$ cat src/pwm_pkg.sv
// Shared constants and types for the buffered PWM duty stepper
package pwm_pkg;

    // ********************************************************************
    // Widths
    // ********************************************************************
    localparam int ADDR_W = 8;
    localparam int CNT_W  = 16;
    localparam int STEP_W = 5;
    localparam int CTRL_W = 4;

    // ********************************************************************
    // Register offsets (byte addresses)
    // ********************************************************************
    localparam logic [ADDR_W-1:0] CTRL_OFFSET     = 8'h00;
    localparam logic [ADDR_W-1:0] PERIOD_OFFSET   = 8'h04;
    localparam logic [ADDR_W-1:0] DUTY_CMP_OFFSET = 8'h08;
    localparam logic [ADDR_W-1:0] AUX_OFFSET      = 8'h0C;
    localparam logic [ADDR_W-1:0] DUTY_BUF_OFFSET = 8'h10;
    localparam logic [ADDR_W-1:0] COUNTER_OFFSET  = 8'h14;
    localparam logic [ADDR_W-1:0] STEP_OFFSET     = 8'h18;

    // ********************************************************************
    // Control field positions and reset values
    // ********************************************************************
    localparam int CTRL_RUN_BIT      = 0;
    localparam int CTRL_TICK_RUN_BIT = 1;
    localparam int CTRL_SEQ_EN_BIT   = 2;
    localparam int CTRL_PIN_OE_BIT   = 3;

    localparam logic [CTRL_W-1:0] CTRL_RESET   = 4'h0;
    localparam logic [CNT_W-1:0]  PERIOD_RESET = 16'h0C7F;
    localparam logic [CNT_W-1:0]  DUTY_RESET   = 16'h013F;
    localparam logic [CNT_W-1:0]  AUX_RESET    = 16'h0000;

    // ********************************************************************
    // Duty table and step index
    // ********************************************************************
    localparam logic [CNT_W-1:0]  DUTY_TBL_BASE  = 16'h013F;
    localparam logic [CNT_W-1:0]  DUTY_TBL_STEP  = 16'h0140;
    localparam logic [STEP_W-1:0] STEP_DEC_START = 5'h00;
    localparam logic [STEP_W-1:0] STEP_DEC_ZERO  = 5'h09;
    localparam logic [STEP_W-1:0] STEP_INC_START = 5'h0A;
    localparam logic [STEP_W-1:0] STEP_INC_END   = 5'h12;

    // ********************************************************************
    // Timing
    // ********************************************************************
    localparam int CLK_HZ         = 125_000_000;
    localparam int STEP_PERIOD_MS = 10;
    localparam int TICK_PRESCALE  = 8;
    localparam int TICK_COUNT     = CLK_HZ / TICK_PRESCALE / 1000 * STEP_PERIOD_MS;

    // ********************************************************************
    // Bus responses and sequencer states
    // ********************************************************************
    localparam logic [1:0] RESP_OKAY   = 2'h0;
    localparam logic [1:0] RESP_SLVERR = 2'h2;

    typedef enum logic [1:0] {
        SEQ_DEC = 2'b01,
        SEQ_INC = 2'b10
    } seq_state_type;

endpackage

$ cat src/interval_timer.sv
// Interval timer: clock prescaler and reload counter giving a periodic tick
`timescale 1ns/1ps
module interval_timer #(
    parameter int PRESCALE = 8,
    parameter int RELOAD   = 156250
) (
    input  wire logic aclk,
    input  wire logic aresetn,
    input  wire logic run,
    output logic      tick
);
    localparam int PW = (PRESCALE > 1) ? $clog2(PRESCALE) : 1;
    localparam int CW = (RELOAD > 1) ? $clog2(RELOAD) : 1;
    localparam logic [PW-1:0] PRE_LAST = PW'(PRESCALE - 1);
    localparam logic [CW-1:0] CNT_LAST = CW'(RELOAD - 1);

    logic [PW-1:0] pre_q;
    logic [CW-1:0] cnt_q;
    logic          tick_q;
    logic          pre_tick;

    assign pre_tick = run && (pre_q == PRE_LAST);
    assign tick     = tick_q;

    // Count source is the clock divided by the prescale
    always_ff @(posedge aclk) begin
        if (!aresetn || !run) begin
            pre_q <= '0;
        end else if (pre_q == PRE_LAST) begin
            pre_q <= '0;
        end else begin
            pre_q <= pre_q + 1'b1;
        end
    end

    // Plain timer mode: count down, reload and tick on underflow
    always_ff @(posedge aclk) begin
        if (!aresetn || !run) begin
            cnt_q <= CNT_LAST;
        end else if (pre_tick) begin
            cnt_q <= (cnt_q == '0) ? CNT_LAST : cnt_q - 1'b1;
        end
    end

    always_ff @(posedge aclk) begin
        if (!aresetn) begin
            tick_q <= 1'b0;
        end else begin
            tick_q <= pre_tick && (cnt_q == '0);
        end
    end

endmodule

$ cat src/buffered_pwm_duty_stepper.sv
// PWM generator with buffered duty compare and a timed duty sequencer
//
// Notes on behaviour
// - Counter advances one step per clock
// - Counter clears when it matches period compare
// - Period lasts period compare plus one steps
// - Output active low, idles high
// - High duty+1 steps, low period-duty steps
// - Software writes duty into the buffer register
// - Period compare written directly, never buffered
// - Duty table: 319 up to 2879, step 320
// - Every tick: 90% down to 0%, alternate
// - Tick from clock/8 interval timer, no pin
// - Step index: 0 decrease, 10 increase, 17 wraps back to 10
// - Waveform drives the output pin as output
//
// The address map and the AXI4-Lite slave port were chosen for this implementation.
`timescale 1ns/1ps
module buffered_pwm_duty_stepper
    import pwm_pkg::*;
#(
    parameter int TICK_RELOAD = pwm_pkg::TICK_COUNT
) (
    input  wire logic                       aclk,
    input  wire logic                       aresetn,
    input  wire logic [pwm_pkg::ADDR_W-1:0] awaddr,
    input  wire logic                       awvalid,
    output logic                            awready,
    input  wire logic [31:0]                wdata,
    input  wire logic [3:0]                 wstrb,
    input  wire logic                       wvalid,
    output logic                            wready,
    output logic [1:0]                      bresp,
    output logic                            bvalid,
    input  wire logic                       bready,
    input  wire logic [pwm_pkg::ADDR_W-1:0] araddr,
    input  wire logic                       arvalid,
    output logic                            arready,
    output logic [31:0]                     rdata,
    output logic [1:0]                      rresp,
    output logic                            rvalid,
    input  wire logic                       rready,
    output logic                            pwm_out_pin,
    output logic                            pwm_out_oe
);
    import pwm_pkg::*;

    // ********************************************************************
    // Declarations
    // ********************************************************************
    logic [CTRL_W-1:0] ctrl_q;
    logic [CNT_W-1:0]  period_compare_reg;
    logic [CNT_W-1:0]  duty_compare_reg;
    logic [CNT_W-1:0]  aux_compare_reg;
    logic [CNT_W-1:0]  duty_buffer_reg;
    logic [CNT_W-1:0]  pwm_counter;
    logic              pwm_out_q;

    logic [ADDR_W-1:0] aw_addr_q;
    logic              aw_have_q;
    logic [31:0]       w_data_q;
    logic [3:0]        w_strb_q;
    logic              w_have_q;
    logic              bvalid_q;
    logic [1:0]        bresp_q;
    logic              rvalid_q;
    logic [31:0]       rdata_q;
    logic [1:0]        rresp_q;

    logic              wr_fire;
    logic              wr_hit;
    logic [31:0]       rd_word;
    logic              rd_hit;

    logic              pwm_run;
    logic              period_match;
    logic              step_tick;
    seq_state_type     seq_state_q;
    seq_state_type     seq_state_d;
    logic [STEP_W-1:0] step_q;
    logic [STEP_W-1:0] step_d;
    logic [CNT_W-1:0]  table_value;

    assign pwm_run      = ctrl_q[CTRL_RUN_BIT];
    assign period_match = (pwm_counter == period_compare_reg);

    // ********************************************************************
    // Byte-lane merge for 16-bit registers
    // ********************************************************************
    function automatic logic [CNT_W-1:0] merge16(input logic [CNT_W-1:0] old_v,
                                                 input logic [31:0] data,
                                                 input logic [3:0] strb);
        logic [CNT_W-1:0] v;
        v = old_v;
        if (strb[0]) begin
            v[7:0] = data[7:0];
        end
        if (strb[1]) begin
            v[15:8] = data[15:8];
        end
        return v;
    endfunction

    // ********************************************************************
    // AXI4-Lite write channels
    // ********************************************************************
    assign awready = !aw_have_q && !bvalid_q;
    assign wready  = !w_have_q && !bvalid_q;
    assign wr_fire = aw_have_q && w_have_q && !bvalid_q;
    assign bvalid  = bvalid_q;
    assign bresp   = bresp_q;

    always_ff @(posedge aclk) begin
        if (!aresetn) begin
            aw_have_q <= 1'b0;
            aw_addr_q <= '0;
        end else if (awvalid && awready) begin
            aw_have_q <= 1'b1;
            aw_addr_q <= awaddr;
        end else if (wr_fire) begin
            aw_have_q <= 1'b0;
        end
    end

    always_ff @(posedge aclk) begin
        if (!aresetn) begin
            w_have_q <= 1'b0;
            w_data_q <= '0;
            w_strb_q <= '0;
        end else if (wvalid && wready) begin
            w_have_q <= 1'b1;
            w_data_q <= wdata;
            w_strb_q <= wstrb;
        end else if (wr_fire) begin
            w_have_q <= 1'b0;
        end
    end

    always_comb begin
        unique case (aw_addr_q)
            CTRL_OFFSET, PERIOD_OFFSET, AUX_OFFSET, DUTY_BUF_OFFSET,
            DUTY_CMP_OFFSET, COUNTER_OFFSET, STEP_OFFSET: begin
                wr_hit = 1'b1;
            end
            default: begin
                wr_hit = 1'b0;
            end
        endcase
    end

    always_ff @(posedge aclk) begin
        if (!aresetn) begin
            bvalid_q <= 1'b0;
            bresp_q  <= RESP_OKAY;
        end else if (wr_fire) begin
            bvalid_q <= 1'b1;
            bresp_q  <= wr_hit ? RESP_OKAY : RESP_SLVERR;
        end else if (bready) begin
            bvalid_q <= 1'b0;
        end
    end

    // ********************************************************************
    // AXI4-Lite read channels
    // ********************************************************************
    assign arready = !rvalid_q;
    assign rvalid  = rvalid_q;
    assign rdata   = rdata_q;
    assign rresp   = rresp_q;

    always_comb begin
        rd_hit  = 1'b1;
        rd_word = '0;
        unique case (araddr)
            CTRL_OFFSET: begin
                rd_word[CTRL_W-1:0] = ctrl_q;
            end
            PERIOD_OFFSET: begin
                rd_word[CNT_W-1:0] = period_compare_reg;
            end
            DUTY_CMP_OFFSET: begin
                rd_word[CNT_W-1:0] = duty_compare_reg;
            end
            AUX_OFFSET: begin
                rd_word[CNT_W-1:0] = aux_compare_reg;
            end
            DUTY_BUF_OFFSET: begin
                rd_word[CNT_W-1:0] = duty_buffer_reg;
            end
            COUNTER_OFFSET: begin
                rd_word[CNT_W-1:0] = pwm_counter;
            end
            STEP_OFFSET: begin
                rd_word[STEP_W-1:0] = step_q;
            end
            default: begin
                rd_hit = 1'b0;
            end
        endcase
    end

    always_ff @(posedge aclk) begin
        if (!aresetn) begin
            rvalid_q <= 1'b0;
            rdata_q  <= '0;
            rresp_q  <= RESP_OKAY;
        end else if (arvalid && arready) begin
            rvalid_q <= 1'b1;
            rdata_q  <= rd_word;
            rresp_q  <= rd_hit ? RESP_OKAY : RESP_SLVERR;
        end else if (rready) begin
            rvalid_q <= 1'b0;
        end
    end

    // ********************************************************************
    // Software registers
    // ********************************************************************
    always_ff @(posedge aclk) begin
        if (!aresetn) begin
            ctrl_q <= CTRL_RESET;
        end else if (wr_fire && aw_addr_q == CTRL_OFFSET && w_strb_q[0]) begin
            ctrl_q <= w_data_q[CTRL_W-1:0];
        end
    end

    // Period compare has no buffer: a write takes effect at once
    always_ff @(posedge aclk) begin
        if (!aresetn) begin
            period_compare_reg <= PERIOD_RESET;
        end else if (wr_fire && aw_addr_q == PERIOD_OFFSET) begin
            period_compare_reg <= merge16(period_compare_reg, w_data_q, w_strb_q);
        end
    end

    // Auxiliary compare is plain storage, not a buffer for the period
    always_ff @(posedge aclk) begin
        if (!aresetn) begin
            aux_compare_reg <= AUX_RESET;
        end else if (wr_fire && aw_addr_q == AUX_OFFSET) begin
            aux_compare_reg <= merge16(aux_compare_reg, w_data_q, w_strb_q);
        end
    end

    // Buffer takes software writes; a sequencer step in the same cycle wins
    always_ff @(posedge aclk) begin
        if (!aresetn) begin
            duty_buffer_reg <= DUTY_RESET;
        end else if (step_tick && ctrl_q[CTRL_SEQ_EN_BIT]) begin
            duty_buffer_reg <= table_value;
        end else if (wr_fire && aw_addr_q == DUTY_BUF_OFFSET) begin
            duty_buffer_reg <= merge16(duty_buffer_reg, w_data_q, w_strb_q);
        end
    end

    // ********************************************************************
    // PWM counter, compare and output
    // ********************************************************************
    always_ff @(posedge aclk) begin
        if (!aresetn || !pwm_run) begin
            pwm_counter <= '0;
        end else if (period_match) begin
            pwm_counter <= '0;
        end else begin
            pwm_counter <= pwm_counter + 1'b1;
        end
    end

    // While stopped the compare tracks the buffer so a start uses it at once
    always_ff @(posedge aclk) begin
        if (!aresetn) begin
            duty_compare_reg <= DUTY_RESET;
        end else if (!pwm_run || period_match) begin
            duty_compare_reg <= duty_buffer_reg;
        end
    end

    // High while counter is at or below duty, low for the rest
    always_ff @(posedge aclk) begin
        if (!aresetn || !pwm_run) begin
            pwm_out_q <= 1'b1;
        end else begin
            pwm_out_q <= (pwm_counter <= duty_compare_reg);
        end
    end

    assign pwm_out_pin = pwm_out_q;
    assign pwm_out_oe  = ctrl_q[CTRL_PIN_OE_BIT];

    // ********************************************************************
    // Duty step timer and sequencer
    // ********************************************************************
    interval_timer #(
        .PRESCALE (TICK_PRESCALE),
        .RELOAD   (TICK_RELOAD)
    ) u_interval_timer (
        .aclk     (aclk),
        .aresetn  (aresetn),
        .run      (ctrl_q[CTRL_TICK_RUN_BIT]),
        .tick     (step_tick)
    );

    always_comb begin
        step_d      = step_q + 1'b1;
        seq_state_d = seq_state_q;
        if (step_d == STEP_INC_END) begin
            step_d = STEP_INC_START;
        end
        unique case (seq_state_q)
            SEQ_DEC: begin
                if (step_d == STEP_INC_START) begin
                    seq_state_d = SEQ_INC;
                end
            end
            SEQ_INC: begin
                seq_state_d = SEQ_INC;
            end
            default: begin
                seq_state_d = SEQ_DEC;
            end
        endcase
    end

    // Value for the index being entered; 0% duty is a compare at the period
    always_comb begin
        table_value = period_compare_reg;
        if (seq_state_d == SEQ_DEC && step_d < STEP_DEC_ZERO) begin
            table_value = DUTY_TBL_BASE + CNT_W'(step_d) * DUTY_TBL_STEP;
        end else if (seq_state_d == SEQ_INC && !step_d[0]) begin
            table_value = DUTY_TBL_BASE + CNT_W'(STEP_DEC_ZERO - 1'b1) * DUTY_TBL_STEP;
        end
    end

    always_ff @(posedge aclk) begin
        if (!aresetn || !ctrl_q[CTRL_SEQ_EN_BIT]) begin
            step_q      <= STEP_DEC_START;
            seq_state_q <= SEQ_DEC;
        end else if (step_tick) begin
            step_q      <= step_d;
            seq_state_q <= seq_state_d;
        end
    end

endmodule

$ cat config.mk
export PLATFORM = sky130hd
export DESIGN_NAME = buffered_pwm_duty_stepper
export DESIGN_NICKNAME = d
export VERILOG_FILES = /design/src/pwm_pkg.sv /design/src/interval_timer.sv /design/src/buffered_pwm_duty_stepper.sv
export SDC_FILE = /design/constraint.sdc
export NUM_CORES = 1
export LEC_CHECK = 0
export ABC_AREA = 1
export BUFFER_PORTS_ARGS = -buffer_cell sky130_fd_sc_hd__buf_2
export CAP_MARGIN = 10
export CELL_PAD_IN_SITES_DETAIL_PLACEMENT = 0
export CELL_PAD_IN_SITES_GLOBAL_PLACEMENT = 1
export CORE_UTILIZATION = 42
export CTS_CLUSTER_DIAMETER = 200
export CTS_CLUSTER_SIZE = 28
export DETAILED_ROUTE_END_ITERATION = 7
export GPL_TIMING_DRIVEN = 0
export PLACE_DENSITY_LB_ADDON = 0.25
export SLEW_MARGIN = 15
export SYNTH_ARGS = -nofsm -noshare
export SYNTH_HDL_FRONTEND = slang
export SYNTH_SLANG_ARGS = --single-unit
$ cat constraint.sdc
create_clock -name aclk -period 3.96 [get_ports aclk]
set_clock_uncertainty 0.05 [all_clocks]
set_input_delay 1.188 -clock aclk [delete_from_list [all_inputs] [get_ports aclk]]
set_output_delay 1.188 -clock aclk [all_outputs]
set_load 0.1 [all_outputs]
### Word-level counts from Yosys, hierarchy flattened

Index checks and enable logic that the tools add are counted.
Widths: inputs -> output; s select.

* word-level logic and storage cells: 127
* output and inout bits: 43
* register bits after elaboration: 164
* bits of input ports: 59

* reductions and logical operators: 50
* order comparisons: 2
* equality and inequality tests: 20
* multiply operators: 1
* add/sub/neg operators: 5
* mux-type cells: 24

Operators with widths (count)
* $mux 16: 4
* $pmux 11 s5: 1
* $eq 8x5->1 const B: 6
* $eq 8x4->1 const B: 4
* $pmux 4 s7: 1
* $logic_not 18->1: 1
* $mux 18: 1
* $sub 18x1->18 const B: 1
* $logic_and 1x1->1: 17
* $add 16x1->16 const B: 1
* $eq 16x16->1: 1
* $eq 8x3->1 const B: 2
* $le 16x16->1: 1
* $logic_not 8->1: 2
* $mux 8: 2
* $add 9x14->15 const A: 1
* $reduce_bool 2->1: 7
* $reduce_or 7->1: 2
* $reduce_and 2->1: 6
* $logic_not 1->1: 9
* $mux 1: 9
* $mul 5x3->8 const B: 1
* $mux 2: 3
* $pmux 1 s6: 1
* other kinds (12): 18

### Logic depth before layout (Yosys ltp)

* depth in word-level cells: 11
* depth in mapped cells: 22
* depth with buffers taken out: 22

### Hierarchy

From an unflattened synthesis, not the netlist that was laid out.

* cells, all modules: 1146
* area, all modules: 8341.8 µm²

Modules (own cells, without submodules)
* buffered_pwm_duty_stepper: cells an instance 995, area each 7255.7 µm², instances 1, sequential area each 2802.7 µm²
* interval_timer: cells an instance 151, area each 1086.0 µm², instances 1, sequential area each 440.4 µm²

### Least setup slack after synthesis

No wires, ideal clock.

* kind: register -> output
* from: register bvalid_q (netlist: bvalid)
* to: output port awready
* slack: 612 ps
* required time: 2722 ps
* arrival: 2110 ps
* stages on the path, launching flop included: 2
* cells stage by stage: dfxtp_1 nor2_1

* longest elaborated chain between the ends: 2

RTL lines
* from (decl): RTL line buffered_pwm_duty_stepper.sv:64 `logic bvalid_q;`
* from (signal assigned): RTL line buffered_pwm_duty_stepper.sv:153 `bvalid_q <= 1'b0;`
* from (signal assigned): RTL line buffered_pwm_duty_stepper.sv:156 `bvalid_q <= 1'b1;`
* from (signal assigned): RTL line buffered_pwm_duty_stepper.sv:159 `bvalid_q <= 1'b0;`
* $logic_not 1->1: RTL line buffered_pwm_duty_stepper.sv:107 `assign awready = !aw_have_q && !bvalid_q;`
* $logic_and 1x1->1: RTL line buffered_pwm_duty_stepper.sv:107
* to (decl): RTL line buffered_pwm_duty_stepper.sv:28 `output logic awready,`

No other way between the ends.

### Final worst setup path

* from: register step_q[0]
* to: register duty_buffer_reg[12]

* longest elaborated chain between the ends: 11
* elaborated cells between the ends (all ways): 17
* classes of those cells: add/sub (2); mul (1); order compare (1); eq/ne (4); mux (6); reduce/logical (3)

RTL lines
* from (decl): RTL line buffered_pwm_duty_stepper.sv:80 `logic [STEP_W-1:0] step_q;`
* from (signal assigned): RTL line buffered_pwm_duty_stepper.sv:339 `step_q <= step_d;`
* $add 5x1->5 *: RTL line buffered_pwm_duty_stepper.sv:304 `step_d = step_q + 1'b1;`
* $eq 5x5->1: RTL line buffered_pwm_duty_stepper.sv:306 `if (step_d == STEP_INC_END) begin`
* $mux 5 *: RTL line buffered_pwm_duty_stepper.sv:306
* via step_d[4]: RTL line buffered_pwm_duty_stepper.sv:81 `logic [STEP_W-1:0] step_d;`
* parallel branches: the longest is 6 deep, another holds $add 9x14->15
* $mux 16 *: RTL line buffered_pwm_duty_stepper.sv:327 `if (seq_state_d == SEQ_DEC && step_d < STEP_DEC_ZERO) begin`
* $mux 16 *: RTL line buffered_pwm_duty_stepper.sv:249 `end else if (step_tick && ctrl_q[CTRL_SEQ_EN_BIT]) begin`
* to (signal assigned): RTL line buffered_pwm_duty_stepper.sv:250 `duty_buffer_reg <= table_value;`
* to (signal assigned): RTL line buffered_pwm_duty_stepper.sv:252 `duty_buffer_reg <= merge16(duty_buffer_reg, w_data_q, w_strb_q);`
* to (decl): RTL line buffered_pwm_duty_stepper.sv:55 `logic [CNT_W-1:0] duty_buffer_reg;`

Mark *: on every way through the listed nets, which the timed path passes.
A chain may end at the register's enable or synchronous reset.

==> results.md <==
- Die Footprint: 19800 um2
- Unrepaired setup endpoints after global routing: false
- Highest attainable clock frequency: 0.294 GHz
- Detailed-route DRC error count: 0
- Synthesis-stage register bit count: 162
- Pwr dens: 392 nW/um2
- List of cells traversed by the critical path: ha_1 > nand2_1 > nand2_2 > nand2_4 > o21ai_2 > inv_1 > ha_1 > inv_1 > fa_1 > xnor2_1 > inv_1 > nor2_1 > nand3b_1 > nand2_1 > nand4_1 > nand3_1 > nand2_1 > o21ai_1
- Num rows: 50
- CTS H-Tree Depth: 4
- Clock Sink Count: 162
- Post-CTS resize count: 0
- First-pass iteration count of the detailed router: 5
- Post-synthesis area per instance: 7.38 um2
- Count of flip-flops with a built-in enable after synthesis: 0
- Max VDD drop: 0.335 mV
- Register with the most flip-flops: u_interval_timer.cnt_q
- Sequential share of power: 46.2%
- Run status: complete, no violations
- Cts bufs inserted: 17
- Post-synth top area cell: sky130_fd_sc_hd__dfxtp_1
- Area share of the leading cell type in the synthesized netlist: 40.1%
- Horiz. Die Dim: 141 um
- Critical path data arrival time: 3.68 ns
- Req. time, crit path: 4.24 ns
- Overall overflow remaining after global route: 0
- Antenna violations before repair: 0
- Global-route wire length before repair: 36.4 mm
- Crit path largest cell delay: 0.45 ns
- Maximum number of pins on one net before global-route repair: 17
- Clock latency on the worst-skew pair: 0.44 ns
- Count of final hold-check violations: 0
- Vias in the first global route: 6919
- Port-buffer cells: 64
- Net Switching: 1050 uW
- Max-cap viol count: 0
- Remaining antenna violation count after routing: 0
- Design internal power: 2620 uW
- Clock input transition at the sequential cells of the worst setup and hold paths: 0.07 ns
- Weighted congestion reported at the end of routability-driven placement: 0.901
- TritonCTS clock tree: done
- Shortest period the worst path allows: 3.40 ns
- Max-slew violation total from the final report: 0
- Hold buffer count at CTS: 0
- Category of the worst setup path capture point: flop
- Syn Std Cell Area: 8100 um2
- Static leakage: 0.00411 uW
- Starting Density: 43.0%
- Die Y-Extent: 141 um
- Overall routed net length: 22.7 mm
- Placed cell count: 1438
- Net count reported at finish: 1288
- Top area cells in the synthesized netlist: sky130_fd_sc_hd__dfxtp_1, sky130_fd_sc_hd__nand2_1, sky130_fd_sc_hd__a21oi_1
- Library cell used as clock root buffer: sky130_fd_sc_hd__clkbuf_16
- Share of power burned in combinational logic: 10.2%
- Post-route fraction of the period consumed by the critical path: 85.8%
- Area of the core: 18800 um2
- Worst path top cell family by delay: adder cells
- Maximum root-to-sink buffer count: 2
- Ratio of cells with drive above 1 in the final layout: 13.4%
- Synth Instances: 1097
- Switching share of total power: 28.6%
- Combined buffer and inverter count along the critical path: 3
- Detailed placement HPWL: 17.6 mm
- Tightest Hold Check Type: reg -> reg
- # Post-CTS Setup Buffers: 0
- Setup TNS: 0 ns
- Worst-case hold slack: 0.385 ns
- Total of warnings raised by yosys: 0
- Tightest slew margin relative to the limit: 46.2%
- Max FFs per register: 18
- Synth unique cells: 51
- Type of element launching the critical path: flop
- Crit Path Max Fanout: 7
- Sequential element share of the synthesized area: 40.1%
- Crit-path slowest cell: sky130_fd_sc_hd__dfxtp_1
- Area Growth Syn to Fin: 15.7%
- Category of the critical setup timing path: reg -> reg
- Total global-route track usage: 23.9%
- Final setup vio count: 0
- Cell Count, Final, Fillers Out: 1470
- Iteration-0 DRC count of the detailed router: 475
- Total I/O pin count: 102
- Via density per instance: 5.07
- Clock Power Share: 43.6%
- Most frequently used flop master after synthesis: sky130_fd_sc_hd__dfxtp_1
- Async S/R FF share, synth: 0%
- Transition time at the pin with the least slew margin: 0.801 ns
- Total via count in the routed design: 7454
- # diodes: 0
- WL per Instance: 15.4 um
==> power groups by stage <==
stage / sequential (uW) / combinational (uW) / clock (uW)
after floorplan: 1800 / 220 / 0
after global placement: 1730 / 372 / 0
after detailed placement: 1730 / 373 / 0
after CTS: 1700 / 374 / 1630
after global routing: 1700 / 401 / 1700
final: 1700 / 374 / 1600
==> cells by family (layout without fill, tap and decap cells) <==
kind of cell             Yosys count  after routing  synth area share, %
XOR/XNOR                          19             19                 2.06
other                              1             18               0.0463
flip-flops                       162            162                 40.1
buffers and inverters            198            294                 10.2
AND/OR/NAND/NOR                  395            395                 22.3
AO/OA/AOI/OAI                    290            290                 20.2
adder cells (fa/ha/maj)           32             32                 5.04
==> synthesized netlist by cell type (all sizes together), types with 3 or more instances <==
cell type  count
or2            6
nand3         38
nor2         113
nor3          22
o221ai         3
xnor2         10
o31ai          5
dfxtp        162
a21oi        116
inv          141
o21ai        112
nor3b          8
a211oi         8
nand4         22
a221oi        13
xor2           9
clkbuf        30
buf           25
nand2        178
nor4           5
ha            31
o22ai         16
o211ai         9
==> per-layer routing <==
layer / track usage, % / share of wire, %
met1: 33.2 / 49
met4: 10.4 / 2.3
met3: 3.29 / 5.0
met2: 37.1 / 43
met5: 0 / 0
==> final cells by class <==
type | instances | area, um2
Timing Repair Buffer | 64 | 320
Buffer | 55 | 293
Fill cell | 1942 | 9460
Clock inverter | 14 | 133
Tap cell | 260 | 325
Sequential cell | 162 | 3240
Multi-Input combinational cell | 754 | 4090
Inverter | 143 | 537
Clock buffer | 18 | 429
==> worst paths after layout <==
kind                                              from                                    to  slack [ns]  depth (start not counted)
setup reg to reg                step_q[0]$_SDFFE_PP0P_      duty_buffer_reg[12]$_SDFFE_PN0P_        0.56                         18
hold / removal    u_interval_timer.pre_q[0]$_SDFF_PP0_  u_interval_timer.pre_q[0]$_SDFF_PP0_        0.39                          1
hold reg to reg   u_interval_timer.pre_q[0]$_SDFF_PP0_  u_interval_timer.pre_q[0]$_SDFF_PP0_        0.39                          1
setup / recovery                step_q[0]$_SDFFE_PP0P_      duty_buffer_reg[12]$_SDFFE_PN0P_        0.56                         18
==> placed cells by master, fill, tap and decap left out, types with 10 or more instances in the layout <==
cell type / n
sky130_fd_sc_hd__clkbuf_16: 17
sky130_fd_sc_hd__a21oi_1: 115
sky130_fd_sc_hd__nand4_1: 22
sky130_fd_sc_hd__conb_1: 18
sky130_fd_sc_hd__clkbuf_1: 31
sky130_fd_sc_hd__nand3_1: 34
sky130_fd_sc_hd__a221oi_1: 13
sky130_fd_sc_hd__nand2_2: 12
sky130_fd_sc_hd__inv_1: 135
sky130_fd_sc_hd__o21ai_1: 14
sky130_fd_sc_hd__xnor2_1: 10
sky130_fd_sc_hd__o22ai_1: 16
sky130_fd_sc_hd__nor3_1: 16
sky130_fd_sc_hd__o21ai_0: 96
sky130_fd_sc_hd__nor2_1: 111
sky130_fd_sc_hd__nand2_1: 164
sky130_fd_sc_hd__buf_4: 18
sky130_fd_sc_hd__ha_1: 31
sky130_fd_sc_hd__buf_2: 67
sky130_fd_sc_hd__dfxtp_1: 162
==> per-stage QoR <==
| stage | total power [uW] | worst slack, ns | instance area, um2 | utilization [%] |
|---|---|---|---|---|
| global route | 3800 | 0.260 | 9370 | 49.7 |
| CTS | 3700 | 0.549 | 9370 | 49.7 |
| global placement | 2100 | 0.604 | 8810 | 46.8 |
| floorplan | 2020 | 0.612 | 8160 | - |
| finish | 3670 | 0.561 | 9370 | 49.7 |
| detailed placement | 2110 | 0.573 | 8810 | 46.8 |
==> worst register-to-register path, cell delays in order (launching register included) <==
cell,delay (ns)
sky130_fd_sc_hd__dfxtp_1,0.45
sky130_fd_sc_hd__ha_1,0.27
sky130_fd_sc_hd__nand2_1,0.09
sky130_fd_sc_hd__nand2_2,0.12
sky130_fd_sc_hd__nand2_4,0.09
sky130_fd_sc_hd__o21ai_2,0.21
sky130_fd_sc_hd__inv_1,0.14
sky130_fd_sc_hd__ha_1,0.32
sky130_fd_sc_hd__inv_1,0.06
sky130_fd_sc_hd__fa_1,0.45
sky130_fd_sc_hd__xnor2_1,0.25
sky130_fd_sc_hd__inv_1,0.09
sky130_fd_sc_hd__nor2_1,0.13
sky130_fd_sc_hd__nand3b_1,0.13
sky130_fd_sc_hd__nand2_1,0.05
sky130_fd_sc_hd__nand4_1,0.17
sky130_fd_sc_hd__nand3_1,0.11
sky130_fd_sc_hd__nand2_1,0.09
sky130_fd_sc_hd__o21ai_1,0.06
Power figures use the tool's default switching activity.
